## src/common/sp_params.svh

```systemverilog
// register map, field positions, reset values and bit timing of the serial port
// How it works
// - two mode bits pick framing and rate
// - select bit turns bit 7 into error flag
// - bad stop bit sets sticky error flag
// - modes 2/3 multiprocessor drops ninth-bit-zero frames
// - mode 1 multiprocessor needs valid stop
// - mode 0 multiprocessor bit picks divide 4/12
// - receiver works only while enabled
// - modes 2/3 send software ninth bit
// - ninth-bit flag holds bit nine or stop
// - transmit done at stop start; software clears
// - receive done mid stop; software clears
// - data port reads receive, writes transmit
// - masked address compare, zero mask accepts
// - interrupt needs own and global enable
// - baud double bit doubles async rate
// - per-direction timer 1 or 2 source
`ifndef SP_PARAMS_SVH
`define SP_PARAMS_SVH

// register indices, byte address is four times the index
`define SP_IDX_CTRL 8'h98
`define SP_IDX_DATA 8'h99
`define SP_IDX_IE 8'ha8
`define SP_IDX_OWN_STATION_ADDRESS 8'ha9
`define SP_IDX_MASK 8'hb9
`define SP_IDX_PCTL 8'h87
`define SP_IDX_TBSEL 8'hc8

// reset values
`define SP_RST_BYTE 8'h00

// field positions
`define SP_IE_GLOBAL 7
`define SP_IE_SERIAL 4
`define SP_PCTL_DBL 7
`define SP_PCTL_FESEL 6
`define SP_TB_RX 5
`define SP_TB_TX 4

// bus responses
`define SP_RESP_OKAY 2'h0
`define SP_RESP_SLVERR 2'h2

// timing in clocks: mode 0 bit, mode 2 sub-bit tick, sixteen ticks a bit
`define SP_M0_SLOW_CLKS 4'hc
`define SP_M0_FAST_CLKS 4'h4
`define SP_M2_LAST 2'h3
`define SP_M2_LAST_DBL 2'h1
`define SP_PH_MID 4'h7
`define SP_PH_LAST 4'hf

`endif

```

## src/common/sp_pkg.sv

```systemverilog
// shared types of the serial port block
package sp_pkg;
  typedef logic [7:0] sp_byte_t;  // one register byte
  typedef logic [31:0] sp_word_t;  // bus data word
  typedef logic [11:0] sp_addr_t;  // bus byte address
  // serial control layout, msb first
  typedef struct packed {
    logic modeHi;
    logic modeLo;
    logic mp;
    logic ren;
    logic tb8;
    logic rb8;
    logic ti;
    logic ri;
  } sp_serial_control_t;
  typedef enum logic [2:0] {TX_IDLE, TX_START, TX_DATA, TX_NINTH, TX_STOP, TX_M0} sp_tx_t;
  typedef enum logic [2:0] {RX_IDLE, RX_START, RX_DATA, RX_NINTH, RX_STOP, RX_M0} sp_rx_t;
endpackage

```

## src/hw/sp_serial_port.sv

```systemverilog
// serial port with address match, its transmit fifo and bus slave
`timescale 1ns/1ps
`include "sp_params.svh"

// ****************************************
// transmit fifo
// ****************************************
module sp_fifo #(parameter int WIDTH = 8, parameter int DEPTH = 8)
(
  input wire logic clk,
  input wire logic resetn,
  input wire logic [WIDTH-1:0] inData,
  input wire logic inValid,
  output logic inReady,
  output logic [WIDTH-1:0] outData,
  output logic outValid,
  input wire logic outReady
);
  localparam int AW = $clog2(DEPTH);
  logic [WIDTH-1:0] mem [DEPTH];  // storage, no reset needed
  logic [AW-1:0] wrPtr;  // next slot to fill
  logic [AW-1:0] rdPtr;  // oldest slot
  logic [AW:0] count;  // words held
  wire push = inValid && inReady;
  wire pop = outValid && outReady;
  assign inReady = count != (AW+1)'(DEPTH);
  assign outValid = count != '0;
  assign outData = mem[rdPtr];

  // pointers wrap naturally, depth is a power of two
  always_ff @(posedge clk)
  begin
    if (!resetn)
    begin
      wrPtr <= '0;
      rdPtr <= '0;
      count <= '0;
    end
    else
    begin
      if (push)
        wrPtr <= wrPtr + 1'b1;
      if (pop)
        rdPtr <= rdPtr + 1'b1;
      count <= count + (AW+1)'(push) - (AW+1)'(pop);
    end
  end

  // write the slot
  always_ff @(posedge clk)
  begin
    if (push)
      mem[wrPtr] <= inData;
  end
endmodule

// ****************************************
// serial port top
// ****************************************
module sp_serial_port
(
  input wire logic clk,
  input wire logic resetn,
  input wire sp_pkg::sp_addr_t awaddr,
  input wire logic awvalid,
  output logic awready,
  input wire sp_pkg::sp_word_t wdata,
  input wire logic [3:0] wstrb,
  input wire logic wvalid,
  output logic wready,
  output logic [1:0] bresp,
  output logic bvalid,
  input wire logic bready,
  input wire sp_pkg::sp_addr_t araddr,
  input wire logic arvalid,
  output logic arready,
  output sp_pkg::sp_word_t rdata,
  output logic [1:0] rresp,
  output logic rvalid,
  input wire logic rready,
  input wire logic rxd,
  output logic rxdOut,
  output logic rxdOe,
  output logic txd,
  input wire logic timer1Ovf,
  input wire logic timer2Ovf,
  output logic irq
);
  import sp_pkg::*;

  // ****************************************
  // functions
  // ****************************************
  // register hit on a word-aligned byte address
  function automatic logic hit(input sp_addr_t a, input sp_byte_t idx);
    return a == {2'h0, idx, 2'h0};
  endfunction

  // mode 0 bit length in clocks
  function automatic logic [3:0] m0Len(input logic fast);
    return fast ? `SP_M0_FAST_CLKS : `SP_M0_SLOW_CLKS;
  endfunction

  // sixteenth-of-bit tick for one direction
  function automatic logic baudTick(input logic isM2, input logic m2t, input logic ovf,
                                    input logic dblRate, input logic half);
    return isM2 ? m2t : (ovf && (dblRate || half));
  endfunction

  // ****************************************
  // registers and state
  // ****************************************
  sp_serial_control_t serial_control;  // serial control
  logic feFlag;  // frame error, shares bit 7
  sp_byte_t ie;  // interrupt enables
  sp_byte_t own_station_address;  // own station address
  sp_byte_t smask;  // station mask
  sp_byte_t pctl;  // baud double and error select
  sp_byte_t tbsel;  // timebase selects
  sp_byte_t rxBuf;  // receive side of data port
  sp_addr_t awAddrQ;  // held write address
  sp_byte_t wDataQ;  // held write byte
  logic wLaneQ;  // low byte lane strobe
  sp_tx_t txSt;  // transmit state
  sp_rx_t rxSt;  // receive state
  logic [3:0] txPh;  // tick or clock phase in bit
  logic [3:0] rxPh;
  logic [2:0] txBit;  // data bit index
  logic [2:0] rxBit;
  sp_byte_t txSh;  // transmit shifter, lsb goes out
  sp_byte_t rxSh;  // receive shifter, fills from top
  logic txNinth;  // ninth bit latched at frame start
  logic rxNinth;  // received ninth bit
  logic rxMeta;  // first sync stage, read only by rxS
  logic rxS;  // synchronised receive line
  logic [1:0] m2Cnt;  // mode 2 tick prescaler
  logic txHalf;  // overflow halver, transmit
  logic rxHalf;  // overflow halver, receive

  // ****************************************
  // decoding
  // ****************************************
  // mode selection
  // mode from two bits
  wire [1:0] mode = {serial_control.modeHi, serial_control.modeLo};
  wire m0 = mode == 2'h0;
  wire m1 = mode == 2'h1;
  wire m2 = mode == 2'h2;
  wire m23 = mode[1];
  wire dbl = pctl[`SP_PCTL_DBL];
  wire feSel = pctl[`SP_PCTL_FESEL];
  wire [3:0] m0Last = m0Len(serial_control.mp) - 4'h1;
  wire [3:0] m0Half = m0Len(serial_control.mp) >> 1;
  wire m2Tick = m2Cnt == (dbl ? `SP_M2_LAST_DBL : `SP_M2_LAST);
  wire txOvf = tbsel[`SP_TB_TX] ? timer2Ovf : timer1Ovf;
  wire rxOvf = tbsel[`SP_TB_RX] ? timer2Ovf : timer1Ovf;
  wire txTick = baudTick(m2, m2Tick, txOvf, dbl, txHalf);
  wire rxTick = baudTick(m2, m2Tick, rxOvf, dbl, rxHalf);

  // write side decode, a data port write waits while the fifo is full
  wire wHitCtrl = hit(awAddrQ, `SP_IDX_CTRL);
  wire wHitData = hit(awAddrQ, `SP_IDX_DATA);
  wire wMapped = wHitCtrl || wHitData || hit(awAddrQ, `SP_IDX_IE) ||
                 hit(awAddrQ, `SP_IDX_OWN_STATION_ADDRESS) || hit(awAddrQ, `SP_IDX_MASK) ||
                 hit(awAddrQ, `SP_IDX_PCTL) || hit(awAddrQ, `SP_IDX_TBSEL);
  wire fifoInReady;
  wire doWrite = !awready && !wready && !bvalid && !(wHitData && !fifoInReady);
  wire wrOk = doWrite && wLaneQ;
  wire wrCtrl = wrOk && wHitCtrl;

  // read side decode
  wire rHitData = hit(araddr, `SP_IDX_DATA);
  wire [7:0] ctrlView = {feSel ? feFlag : serial_control.modeHi, serial_control[6:0]};
  wire [7:0] readByte =
    hit(araddr, `SP_IDX_CTRL) ? ctrlView :
    rHitData ? rxBuf :
    hit(araddr, `SP_IDX_IE) ? ie :
    hit(araddr, `SP_IDX_OWN_STATION_ADDRESS) ? own_station_address :
    hit(araddr, `SP_IDX_MASK) ? smask :
    hit(araddr, `SP_IDX_PCTL) ? pctl :
    hit(araddr, `SP_IDX_TBSEL) ? tbsel : `SP_RST_BYTE;
  wire rMapped = hit(araddr, `SP_IDX_CTRL) || rHitData || hit(araddr, `SP_IDX_IE) ||
                 hit(araddr, `SP_IDX_OWN_STATION_ADDRESS) || hit(araddr, `SP_IDX_MASK) ||
                 hit(araddr, `SP_IDX_PCTL) || hit(araddr, `SP_IDX_TBSEL);

  // ****************************************
  // transmit fifo instance
  // ****************************************
  wire [7:0] fifoData;
  wire fifoValid;
  // mode 0 shares the pins, so transmit waits for a mode 0 receive
  wire fifoReady = txSt == TX_IDLE && !(m0 && rxSt == RX_M0);
  wire txStart = fifoValid && fifoReady;
  sp_fifo #(.WIDTH(8), .DEPTH(8)) txFifo
  (
    .clk(clk),
    .resetn(resetn),
    .inData(wDataQ),
    .inValid(wrOk && wHitData),
    .inReady(fifoInReady),
    .outData(fifoData),
    .outValid(fifoValid),
    .outReady(fifoReady)
  );

  // ****************************************
  // transmitter
  // ****************************************
  wire txBitEnd = txTick && txPh == `SP_PH_LAST;
  wire txM0End = txSt == TX_M0 && txPh == m0Last;
  // done at stop start or eighth bit end
  wire tiSet = (txSt == TX_DATA && txBitEnd && txBit == 3'h7 && !m23) ||
               (txSt == TX_NINTH && txBitEnd) || (txM0End && txBit == 3'h7);
  // start low, lsb first, stop high
  // software ninth bit in modes 2/3
  wire txLine = txSt == TX_START ? 1'b0 :
                txSt == TX_DATA ? txSh[0] :
                txSt == TX_NINTH ? txNinth : 1'b1;
  wire m0Busy = txSt == TX_M0 || rxSt == RX_M0;
  wire [3:0] m0Ph = txSt == TX_M0 ? txPh : rxPh;

  // transmit sequencing
  always_ff @(posedge clk)
  begin
    if (!resetn)
    begin
      txSt <= TX_IDLE;
      txBit <= 3'h0;
      txSh <= 8'h00;
      txNinth <= 1'b0;
    end
    else
    begin
      unique case (txSt)
        TX_IDLE:
          if (txStart)
          begin
            txSh <= fifoData;
            txNinth <= serial_control.tb8;
            txBit <= 3'h0;
            txSt <= m0 ? TX_M0 : TX_START;
          end
        TX_START:
          if (txBitEnd)
            txSt <= TX_DATA;
        TX_DATA:
          if (txBitEnd)
          begin
            txSh <= txSh >> 1;
            txBit <= txBit + 3'h1;
            if (txBit == 3'h7)
              txSt <= m23 ? TX_NINTH : TX_STOP;
          end
        TX_NINTH:
          if (txBitEnd)
            txSt <= TX_STOP;
        TX_STOP:
          if (txBitEnd)
            txSt <= TX_IDLE;
        TX_M0:
          if (txM0End)
          begin
            txSh <= txSh >> 1;
            txBit <= txBit + 3'h1;
            if (txBit == 3'h7)
              txSt <= TX_IDLE;
          end
      endcase
    end
  end

  // transmit phase: clocks in mode 0, ticks otherwise
  always_ff @(posedge clk)
  begin
    if (!resetn || txSt == TX_IDLE)
      txPh <= 4'h0;
    else if (txSt == TX_M0)
      txPh <= txM0End ? 4'h0 : txPh + 4'h1;
    else if (txTick)
      txPh <= txPh + 4'h1;
  end

  // pin drivers, mode 0 puts the shift clock on txd, low first half
  // shift clock on transmit pin
  always_ff @(posedge clk)
  begin
    if (!resetn)
    begin
      txd <= 1'b1;
      rxdOut <= 1'b1;
      rxdOe <= 1'b0;
    end
    else
    begin
      txd <= m0Busy ? (m0Ph >= m0Half) : txLine;
      rxdOut <= txSh[0];
      rxdOe <= txSt == TX_M0;
    end
  end

  // ****************************************
  // rate generation
  // ****************************************
  // prescaler and overflow halvers run all the time
  always_ff @(posedge clk)
  begin
    if (!resetn)
    begin
      m2Cnt <= 2'h0;
      txHalf <= 1'b0;
      rxHalf <= 1'b0;
    end
    else
    begin
      m2Cnt <= m2Tick ? 2'h0 : m2Cnt + 2'h1;
      txHalf <= txHalf ^ txOvf;
      rxHalf <= rxHalf ^ rxOvf;
    end
  end

  // ****************************************
  // receiver
  // ****************************************
  // two stages before anything looks at the pin
  always_ff @(posedge clk)
  begin
    if (!resetn)
    begin
      rxMeta <= 1'b1;
      rxS <= 1'b1;
    end
    else
    begin
      rxMeta <= rxd;
      rxS <= rxMeta;
    end
  end

  wire rxMid = rxTick && rxPh == `SP_PH_MID;
  wire rxBitEnd = rxTick && rxPh == `SP_PH_LAST;
  wire rxM0End = rxSt == RX_M0 && rxPh == m0Last;
  wire rxEnd = rxSt == RX_STOP && rxMid;
  wire addrOk = ((rxSh ^ own_station_address) & smask) == 8'h00;
  wire rxAccept = m23 ? (!serial_control.mp || (rxNinth && addrOk)) : (!serial_control.mp || rxS);
  wire rxM0Done = rxM0End && rxBit == 3'h7;
  // done mid stop or eighth bit end
  wire riSet = (rxEnd && rxAccept) || rxM0Done;
  wire feSet = rxEnd && !rxS && feSel;

  // receive sequencing, dropping the enable aborts a frame
  always_ff @(posedge clk)
  begin
    if (!resetn)
    begin
      rxSt <= RX_IDLE;
      rxBit <= 3'h0;
      rxSh <= 8'h00;
      rxNinth <= 1'b0;
    end
    else if (!serial_control.ren)
      rxSt <= RX_IDLE;
    else
    begin
      unique case (rxSt)
        RX_IDLE:
        begin
          rxBit <= 3'h0;
          // mode 0 receive waits for a clear done flag and a quiet transmitter
          if (m0)
          begin
            if (!serial_control.ri && txSt == TX_IDLE && !fifoValid)
              rxSt <= RX_M0;
          end
          else if (rxTick && !rxS)
            rxSt <= RX_START;
        end
        RX_START:
          // a high line at mid start bit is a glitch
          if (rxMid && rxS)
            rxSt <= RX_IDLE;
          else if (rxBitEnd)
            rxSt <= RX_DATA;
        RX_DATA:
        begin
          if (rxMid)
            rxSh <= {rxS, rxSh[7:1]};
          if (rxBitEnd)
          begin
            rxBit <= rxBit + 3'h1;
            if (rxBit == 3'h7)
              rxSt <= m23 ? RX_NINTH : RX_STOP;
          end
        end
        RX_NINTH:
        begin
          if (rxMid)
            rxNinth <= rxS;
          if (rxBitEnd)
            rxSt <= RX_STOP;
        end
        RX_STOP:
          if (rxMid)
            rxSt <= RX_IDLE;
        RX_M0:
          if (rxM0End)
          begin
            rxSh <= {rxS, rxSh[7:1]};
            rxBit <= rxBit + 3'h1;
            if (rxBit == 3'h7)
              rxSt <= RX_IDLE;
          end
      endcase
    end
  end

  // receive phase
  always_ff @(posedge clk)
  begin
    if (!resetn || rxSt == RX_IDLE)
      rxPh <= 4'h0;
    else if (rxSt == RX_M0)
      rxPh <= rxM0End ? 4'h0 : rxPh + 4'h1;
    else if (rxTick)
      rxPh <= rxPh + 4'h1;
  end

  // ****************************************
  // control registers
  // ****************************************
  // hardware sets win over a software clear in the same cycle
  always_ff @(posedge clk)
  begin
    if (!resetn)
    begin
      serial_control <= sp_serial_control_t'(`SP_RST_BYTE);
      feFlag <= 1'b0;
      ie <= `SP_RST_BYTE;
      own_station_address <= `SP_RST_BYTE;
      smask <= `SP_RST_BYTE;
      pctl <= `SP_RST_BYTE;
      tbsel <= `SP_RST_BYTE;
      rxBuf <= `SP_RST_BYTE;
    end
    else
    begin
      if (wrCtrl)
      begin
        // bit 7 role from select bit
        if (!feSel)
          serial_control.modeHi <= wDataQ[7];
        serial_control.modeLo <= wDataQ[6];
        serial_control.mp <= wDataQ[5];
        serial_control.ren <= wDataQ[4];
        serial_control.tb8 <= wDataQ[3];
      end
      feFlag <= feSet || ((wrCtrl && feSel) ? wDataQ[7] : feFlag);
      serial_control.ti <= tiSet || (wrCtrl ? wDataQ[1] : serial_control.ti);
      serial_control.ri <= riSet || (wrCtrl ? wDataQ[0] : serial_control.ri);
      // ninth data bit or stop bit
      if (rxEnd && rxAccept)
        serial_control.rb8 <= m23 ? rxNinth : rxS;
      else if (wrCtrl)
        serial_control.rb8 <= wDataQ[2];
      // receive side of the data port
      if (rxEnd && rxAccept)
        rxBuf <= rxSh;
      else if (rxM0Done)
        rxBuf <= {rxS, rxSh[7:1]};
      if (wrOk && hit(awAddrQ, `SP_IDX_IE))
        ie <= wDataQ;
      if (wrOk && hit(awAddrQ, `SP_IDX_OWN_STATION_ADDRESS))
        own_station_address <= wDataQ;
      if (wrOk && hit(awAddrQ, `SP_IDX_MASK))
        smask <= wDataQ;
      if (wrOk && hit(awAddrQ, `SP_IDX_PCTL))
        pctl <= wDataQ;
      if (wrOk && hit(awAddrQ, `SP_IDX_TBSEL))
        tbsel <= wDataQ;
    end
  end

  always_ff @(posedge clk)
  begin
    if (!resetn)
      irq <= 1'b0;
    else
      irq <= ie[`SP_IE_GLOBAL] && ie[`SP_IE_SERIAL] && (serial_control.ti || serial_control.ri);
  end

  // ****************************************
  // bus slave
  // ****************************************
  // one write at a time; address and data are taken in either order
  always_ff @(posedge clk)
  begin
    if (!resetn)
    begin
      awready <= 1'b1;
      wready <= 1'b1;
      bvalid <= 1'b0;
      bresp <= `SP_RESP_OKAY;
      awAddrQ <= '0;
      wDataQ <= 8'h00;
      wLaneQ <= 1'b0;
    end
    else
    begin
      if (awvalid && awready)
      begin
        awAddrQ <= awaddr;
        awready <= 1'b0;
      end
      if (wvalid && wready)
      begin
        wDataQ <= wdata[7:0];
        wLaneQ <= wstrb[0];
        wready <= 1'b0;
      end
      if (doWrite)
      begin
        bvalid <= 1'b1;
        bresp <= wMapped ? `SP_RESP_OKAY : `SP_RESP_SLVERR;
      end
      else if (bvalid && bready)
      begin
        bvalid <= 1'b0;
        awready <= 1'b1;
        wready <= 1'b1;
      end
    end
  end

  // reads answer one cycle after the address is taken
  always_ff @(posedge clk)
  begin
    if (!resetn)
    begin
      arready <= 1'b1;
      rvalid <= 1'b0;
      rdata <= '0;
      rresp <= `SP_RESP_OKAY;
    end
    else if (arvalid && arready)
    begin
      arready <= 1'b0;
      rvalid <= 1'b1;
      rdata <= {24'h000000, readByte};
      rresp <= rMapped ? `SP_RESP_OKAY : `SP_RESP_SLVERR;
    end
    else if (rvalid && rready)
    begin
      rvalid <= 1'b0;
      arready <= 1'b1;
    end
  end
endmodule

```

## config.mk

```make
export PLATFORM = sky130hd
export DESIGN_NAME = sp_serial_port
export DESIGN_NICKNAME = d
export VERILOG_FILES = /design/src/common/sp_pkg.sv /design/src/hw/sp_serial_port.sv
export VERILOG_INCLUDE_DIRS = /design/src /design/src/common
export SDC_FILE = /design/constraint.sdc
export NUM_CORES = 1
export LEC_CHECK = 0
export BUFFER_PORTS_ARGS = -buffer_cell sky130_fd_sc_hd__buf_2
export CORE_UTILIZATION = 63
export DETAILED_ROUTE_END_ITERATION = 6
export GPL_TIMING_DRIVEN = 1
export PLACE_DENSITY = 0.85
export SYNTH_ARGS = -nofsm -noshare
export SYNTH_HDL_FRONTEND = slang
export SYNTH_SLANG_ARGS = --single-unit
```

## constraint.sdc

```tcl
create_clock -name clk -period 5.7 [get_ports clk]
set_clock_uncertainty 0.2 [all_clocks]
set_input_delay 0.285 -clock clk [delete_from_list [all_inputs] [get_ports clk]]
set_output_delay 0.285 -clock clk [all_outputs]
set_load 0.005 [all_outputs]
```

==> flow_summary.html <==
<table>
<tr><th>Metric</th><th>Value</th></tr>
<tr><th colspan="2">Die</th></tr>
<tr><td>Num ports</td><td>115</td></tr>
<tr><td>DIE HEIGHT</td><td>128 um</td></tr>
<tr><td>Die outline width</td><td>128 um</td></tr>
<tr><td>Area inside the core boundary</td><td>between 15,000 and 20,000 um2</td></tr>
<tr><td>Rows</td><td>45</td></tr>
<tr><td>Initial Utilization</td><td>65.3%</td></tr>
<tr><td>Die footprint</td><td>about 16,000 um2</td></tr>
<tr><th colspan="2">Clock network</th></tr>
<tr><td>Total CTS buffers</td><td>23</td></tr>
<tr><td>Level count of the clock H-tree</td><td>1</td></tr>
<tr><td>Clock tree from TritonCTS</td><td>yes</td></tr>
<tr><td>Maximum buffer depth of the clock tree</td><td>3</td></tr>
<tr><td>Count of cells resized by post-cts repair</td><td>0</td></tr>
<tr><td>Worst-path clk slew</td><td>around 0.06 ns</td></tr>
<tr><td>Source-to-sink clock delay at the later pin of the worst-skew pair</td><td>0.51 ns</td></tr>
<tr><td>Number of sinks on the clock net</td><td>218</td></tr>
<tr><td>CTS root buf</td><td>sky130_fd_sc_hd__clkbuf_16</td></tr>
<tr><th colspan="2">Pwr</th></tr>
<tr><td>Clock power frac</td><td>39.3%</td></tr>
<tr><td>Sequential share of power</td><td>~44%</td></tr>
<tr><td>Sw Pwr</td><td>1.07 mW</td></tr>
<tr><td>Standby leakage power</td><td>~4.5 nW</td></tr>
<tr><td>Switching power as a share of total power</td><td>26.4%</td></tr>
<tr><td>Cell area power density</td><td>roughly 350 nW/um2</td></tr>
<tr><td>Peak supply drop</td><td>0.265 mV</td></tr>
<tr><td>Combinational group share of total power</td><td>between 10% and 20%</td></tr>
<tr><td>Pint</td><td>2.99 mW</td></tr>
<tr><th colspan="2">Place</th></tr>
<tr><td>HPWL after detailed placement</td><td>15.6 mm</td></tr>
<tr><td># placed instances</td><td>1,230</td></tr>
<tr><td>Number of buffers inserted by port buffering</td><td>61</td></tr>
<tr><td>Placer's final routability congestion estimate</td><td>0.943</td></tr>
<tr><th colspan="2">Setup path</th></tr>
<tr><td>Type of element launching the critical path</td><td>flip-flop</td></tr>
<tr><td>Crit Path Max Fanout</td><td>8</td></tr>
<tr><td>Data required time of the worst path</td><td>about 5.6 ns</td></tr>
<tr><td>R2R cell count</td><td>5</td></tr>
<tr><td>Crit path largest cell delay</td><td>1.09 ns</td></tr>
<tr><td>Cells along the critical path</td><td>or4b_1 &gt; nor3b_2 &gt; and4_1 &gt; nand2_1 &gt; nor3_1</td></tr>
<tr><td>Setup Crit Path Kind</td><td>reg2reg</td></tr>
<tr><td>Critical path data arrival time</td><td>3.48 ns</td></tr>
<tr><td>Startpoint of the most critical register-to-register path</td><td>awAddrQ[1]</td></tr>
<tr><td>Minimum setup slack among reg-to-reg paths</td><td>2.12 ns</td></tr>
<tr><td>Endpoint type of the worst setup path</td><td>flip-flop</td></tr>
<tr><td>RR Endpoint</td><td>txFifo.mem[1][4]</td></tr>
<tr><td>Slowest CP cell</td><td>sky130_fd_sc_hd__nor3_1</td></tr>
<tr><th colspan="2">Routing</th></tr>
<tr><td>Met2 wire length</td><td>12.0 mm</td></tr>
<tr><td>DRC violations left</td><td>0</td></tr>
<tr><td>Post-route antenna net violation count</td><td>0</td></tr>
<tr><td>Detailed-routing iteration count for the pre-antenna-repair pass</td><td>5</td></tr>
<tr><td>Total Routed Length</td><td>25.7 mm</td></tr>
<tr><td>DRC violation total after the first TritonRoute iteration</td><td>~900</td></tr>
<tr><td>Routed via count divided by cell count</td><td>6.27</td></tr>
<tr><td>Met3 WL post-DR</td><td>~2.3 mm</td></tr>
<tr><td>Uppermost metal layer occupied by signal nets</td><td>met4</td></tr>
<tr><td>Routed length per instance</td><td>19.6 um</td></tr>
<tr><td>Length of routed wiring on met1</td><td>just over 10 mm</td></tr>
<tr><td>Detailed-route via count</td><td>8,210</td></tr>
<tr><th colspan="2">Min path</th></tr>
<tr><td>End point of the worst hold path</td><td>rxMeta</td></tr>
<tr><td>Hold Path Stages</td><td>2</td></tr>
<tr><td>Startpoint of the lowest-slack hold path</td><td>resetn</td></tr>
<tr><td>Type of the tightest min-delay check</td><td>in2reg</td></tr>
<tr><th colspan="2">Synthesis</th></tr>
<tr><td>Dominant synthesized flop cell</td><td>sky130_fd_sc_hd__dfxtp_1</td></tr>
<tr><td>Portion of synthesized cell area occupied by the leading cell type</td><td>30.7%</td></tr>
<tr><td>Top cells by area in the synthesized netlist</td><td>sky130_fd_sc_hd__dfxtp_1 (31%), sky130_fd_sc_hd__edfxtp_1 (19%), sky130_fd_sc_hd__mux2i_1 (7.8%)</td></tr>
<tr><td>Instance count of the mapped netlist</td><td>1,009</td></tr>
<tr><td>Cell taking the most area after synthesis</td><td>sky130_fd_sc_hd__dfxtp_1</td></tr>
<tr><td>Cell area after synthesis</td><td>10,000 um2</td></tr>
<tr><td>Number of distinct library cell variants in the gate-level netlist after synthesis</td><td>73</td></tr>
<tr><td>Portion of the post-synthesis area used by sequential elements</td><td>between 40% and 50%</td></tr>
<tr><td>Yosys reg bits</td><td>218</td></tr>
<tr><td>Post-synth EDFFs</td><td>64</td></tr>
<tr><td>Count of synthesis-stage warnings from yosys</td><td>0</td></tr>
<tr><td>Post-synthesis async set-or-reset flop share</td><td>0%</td></tr>
<tr><td>Mean Syn Cell Area</td><td>approximately 9.9 um2</td></tr>
<tr><th colspan="2">Finish</th></tr>
<tr><td>Fraction of final layout cells sized beyond drive strength 1</td><td>12.1%</td></tr>
<tr><td>Layout Utilization</td><td>74.8%</td></tr>
<tr><td>Diode count</td><td>0</td></tr>
<tr><td>Layout Area Growth over Synthesis</td><td>14.6%</td></tr>
<tr><td>Number of nets in the finished design</td><td>1,167</td></tr>
<tr><td>Non-filler instance count after layout</td><td>1,309</td></tr>
<tr><th colspan="2">Timing</th></tr>
<tr><td>Unrepaired setup endpoints after global routing</td><td>no</td></tr>
<tr><td>Post-layout min period</td><td>about 3.6 ns</td></tr>
<tr><td>Number of pins exceeding their max-slew limit in the final report</td><td>0</td></tr>
<tr><td>Final-report hold violation count</td><td>0</td></tr>
<tr><td>Slew headroom</td><td>just under 7%</td></tr>
<tr><td>Aggregate negative setup slack</td><td>0 ns</td></tr>
<tr><td>Crit share post-route</td><td>62.7%</td></tr>
<tr><td>Final setup violation count</td><td>0</td></tr>
<tr><td>Worst slew pin tran</td><td>around 1.4 ns</td></tr>
<tr><td>Maximum clock frequency</td><td>approximately 0.28 GHz</td></tr>
<tr><th colspan="2">GRT</th></tr>
<tr><td>Maximum number of pins on one net before global-route repair</td><td>56</td></tr>
<tr><td>Global Route Usage Sum</td><td>31.8%</td></tr>
<tr><td>Residual overflow from global routing</td><td>0</td></tr>
<tr><td>Wire length of the first global-routing pass</td><td>40.6 mm</td></tr>
<tr><td>Number of global-route vias before repair</td><td>7,899</td></tr>
<tr><td>Number of antenna violations at the first check in global routing</td><td>0</td></tr>
<tr><th colspan="2">Run</th></tr>
<tr><td>Count of max-cap constraint violations</td><td>0</td></tr>
<tr><th colspan="2">Run status</th></tr>
<tr><td>Status</td><td>finished clean</td></tr>
</table>
==> sequential cells by signal (all words and copies together) (netlist names), 4 cells and up, named ones only <==
signal / cells
txFifo.mem: 64
wDataQ: 8
rdata: 8
ctrlView: 7
rxPh: 4
txFifo.count: 4
txPh: 4
tbsel: 8
smask: 8
rxBuf: 8
rxSh: 8
pctl: 8
own_station_address: 8
ie: 8
awAddrQ: 12
txSh: 8
==> repair_timing <==
| action | 4_1_cts | 5_1_grt |
|---|---|---|
| endpoints found under the hold margin | 27 | 0 |
| hold buffers | 37 | 0 |
| setup buffers | 0 | 0 |
==> cell type report <==
class	count	area (um2)
Sequential cell	218	5000
Multi-Input combinational cell	717	4640
Fill cell	959	3870
Timing Repair Buffer	102	706
Clock buffer	32	629
Tap cell	211	264
Clock inverter	10	181
Inverter	19	72.6
==> per-stage QoR <==
step | cell area (um2) | setup WS [ns] | hold WS (ns) | total power [mW]
floorplan | 10100 | 2.85 | 0.185 | 2.30
global placement | 10300 | 2.46 | 0.189 | 2.42
detailed placement | 10300 | 2.33 | 0.195 | 2.45
CTS | 11500 | 2.31 | 0.00120 | 4.06
global route | 11500 | 2.08 | 0.0229 | 4.21
finish | 11500 | 2.12 | 0.0158 | 4.07
==> power groups by stage <==
stage / logic, mW / registers, mW / clock network (mW)
floorplan: 0.551 / 1.75 / 0
global placement: 0.593 / 1.82 / 0
detailed placement: 0.621 / 1.83 / 0
CTS: 0.658 / 1.80 / 1.60
global route: 0.732 / 1.81 / 1.66
finish: 0.665 / 1.80 / 1.60
==> Yosys cell counts, types with 4 or more instances <==
cell and n:
sky130_fd_sc_hd__nand2b_1 11, sky130_fd_sc_hd__nand3b_1 4, sky130_fd_sc_hd__a311oi_1 8, sky130_fd_sc_hd__and2_1 8, sky130_fd_sc_hd__a211oi_1 8, sky130_fd_sc_hd__buf_2 8
sky130_fd_sc_hd__nor4b_1 4, sky130_fd_sc_hd__and4_1 5, sky130_fd_sc_hd__nand4_1 4, sky130_fd_sc_hd__a21oi_1 76, sky130_fd_sc_hd__o21ai_0 50, sky130_fd_sc_hd__nor3_1 22
sky130_fd_sc_hd__inv_1 18, sky130_fd_sc_hd__edfxtp_1 64, sky130_fd_sc_hd__nor2_1 132, sky130_fd_sc_hd__nor3b_1 8, sky130_fd_sc_hd__a31oi_1 4, sky130_fd_sc_hd__xor2_1 16
sky130_fd_sc_hd__or3_1 4, sky130_fd_sc_hd__nand2_1 94, sky130_fd_sc_hd__buf_4 26, sky130_fd_sc_hd__mux2i_1 78, sky130_fd_sc_hd__buf_1 6, sky130_fd_sc_hd__mux4_2 16
sky130_fd_sc_hd__nand3_1 33, sky130_fd_sc_hd__o22ai_1 5, sky130_fd_sc_hd__clkbuf_1 40, sky130_fd_sc_hd__xnor2_1 8, sky130_fd_sc_hd__ha_1 15, sky130_fd_sc_hd__nor2b_1 7
sky130_fd_sc_hd__and3_1 6, sky130_fd_sc_hd__dfxtp_1 154, sky130_fd_sc_hd__o311ai_0 5
==> cell families after synthesis <==
group	share of synthesized area, %
XOR/XNOR	2.10
AO/OA/AOI/OAI	12.3
other	0.0374
flip-flops	49.9
AND/OR/NAND/NOR	17.2
buffers and inverters	4.78
multiplexers	11.7
adder cells (fa/ha/maj)	2.07
==> per-layer routing <==
layer | GRT usage, % | up-vias
li1 | - | 3722
met1 | 40.0 | 3879
met2 | 53.2 | 504
met3 | 6.01 | 105
met4 | 14.8 | 0
met5 | 0 | -
==> worst max-delay path: cells and delay by family, from the launching register on <==
kind / cells / cell delay, ns
and+or+nand+nor: 5 / 2.65
DFF: 1 / 0.31
==> worst max-delay path by stage <==
stage | to | cells past startpoint | start | slack (ns)
after floorplan | txFifo.mem[0][0] | 6 | awAddrQ[1] | 2.85
after global placement | txFifo.mem[0][4] | 5 | awAddrQ[1] | 2.46
after detailed placement | txFifo.mem[0][1] | 5 | awAddrQ[1] | 2.33
after CTS | txFifo.mem[0][4] | 5 | awAddrQ[1] | 2.31
after global routing | txFifo.mem[1][4] | 5 | awAddrQ[1] | 2.08
final | txFifo.mem[1][4] | 5 | awAddrQ[1] | 2.12
==> cells in the final DEF (no fill, tap or decap), types with 8 or more instances in the layout <==
master,netlist,routed
sky130_fd_sc_hd__a211oi_1,8,8
sky130_fd_sc_hd__a21oi_1,76,76
sky130_fd_sc_hd__a311oi_1,8,8
sky130_fd_sc_hd__and2_1,8,8
sky130_fd_sc_hd__buf_2,8,61
sky130_fd_sc_hd__clkbuf_16,0,23
sky130_fd_sc_hd__conb_1,1,26
sky130_fd_sc_hd__dfxtp_1,154,154
sky130_fd_sc_hd__dlygate4sd3_1,0,37
sky130_fd_sc_hd__edfxtp_1,64,64
sky130_fd_sc_hd__ha_1,15,15
sky130_fd_sc_hd__inv_1,18,17
sky130_fd_sc_hd__mux2i_1,78,78
sky130_fd_sc_hd__mux4_2,16,16
sky130_fd_sc_hd__nand2_1,94,94
sky130_fd_sc_hd__nand2b_1,11,11
sky130_fd_sc_hd__nand3_1,33,33
sky130_fd_sc_hd__nor2_1,132,132
sky130_fd_sc_hd__nor3_1,22,22
sky130_fd_sc_hd__nor3b_1,8,8
sky130_fd_sc_hd__o21ai_0,50,50
sky130_fd_sc_hd__xnor2_1,8,8
sky130_fd_sc_hd__xor2_1,16,16
Power figures use the tool's default switching activity.
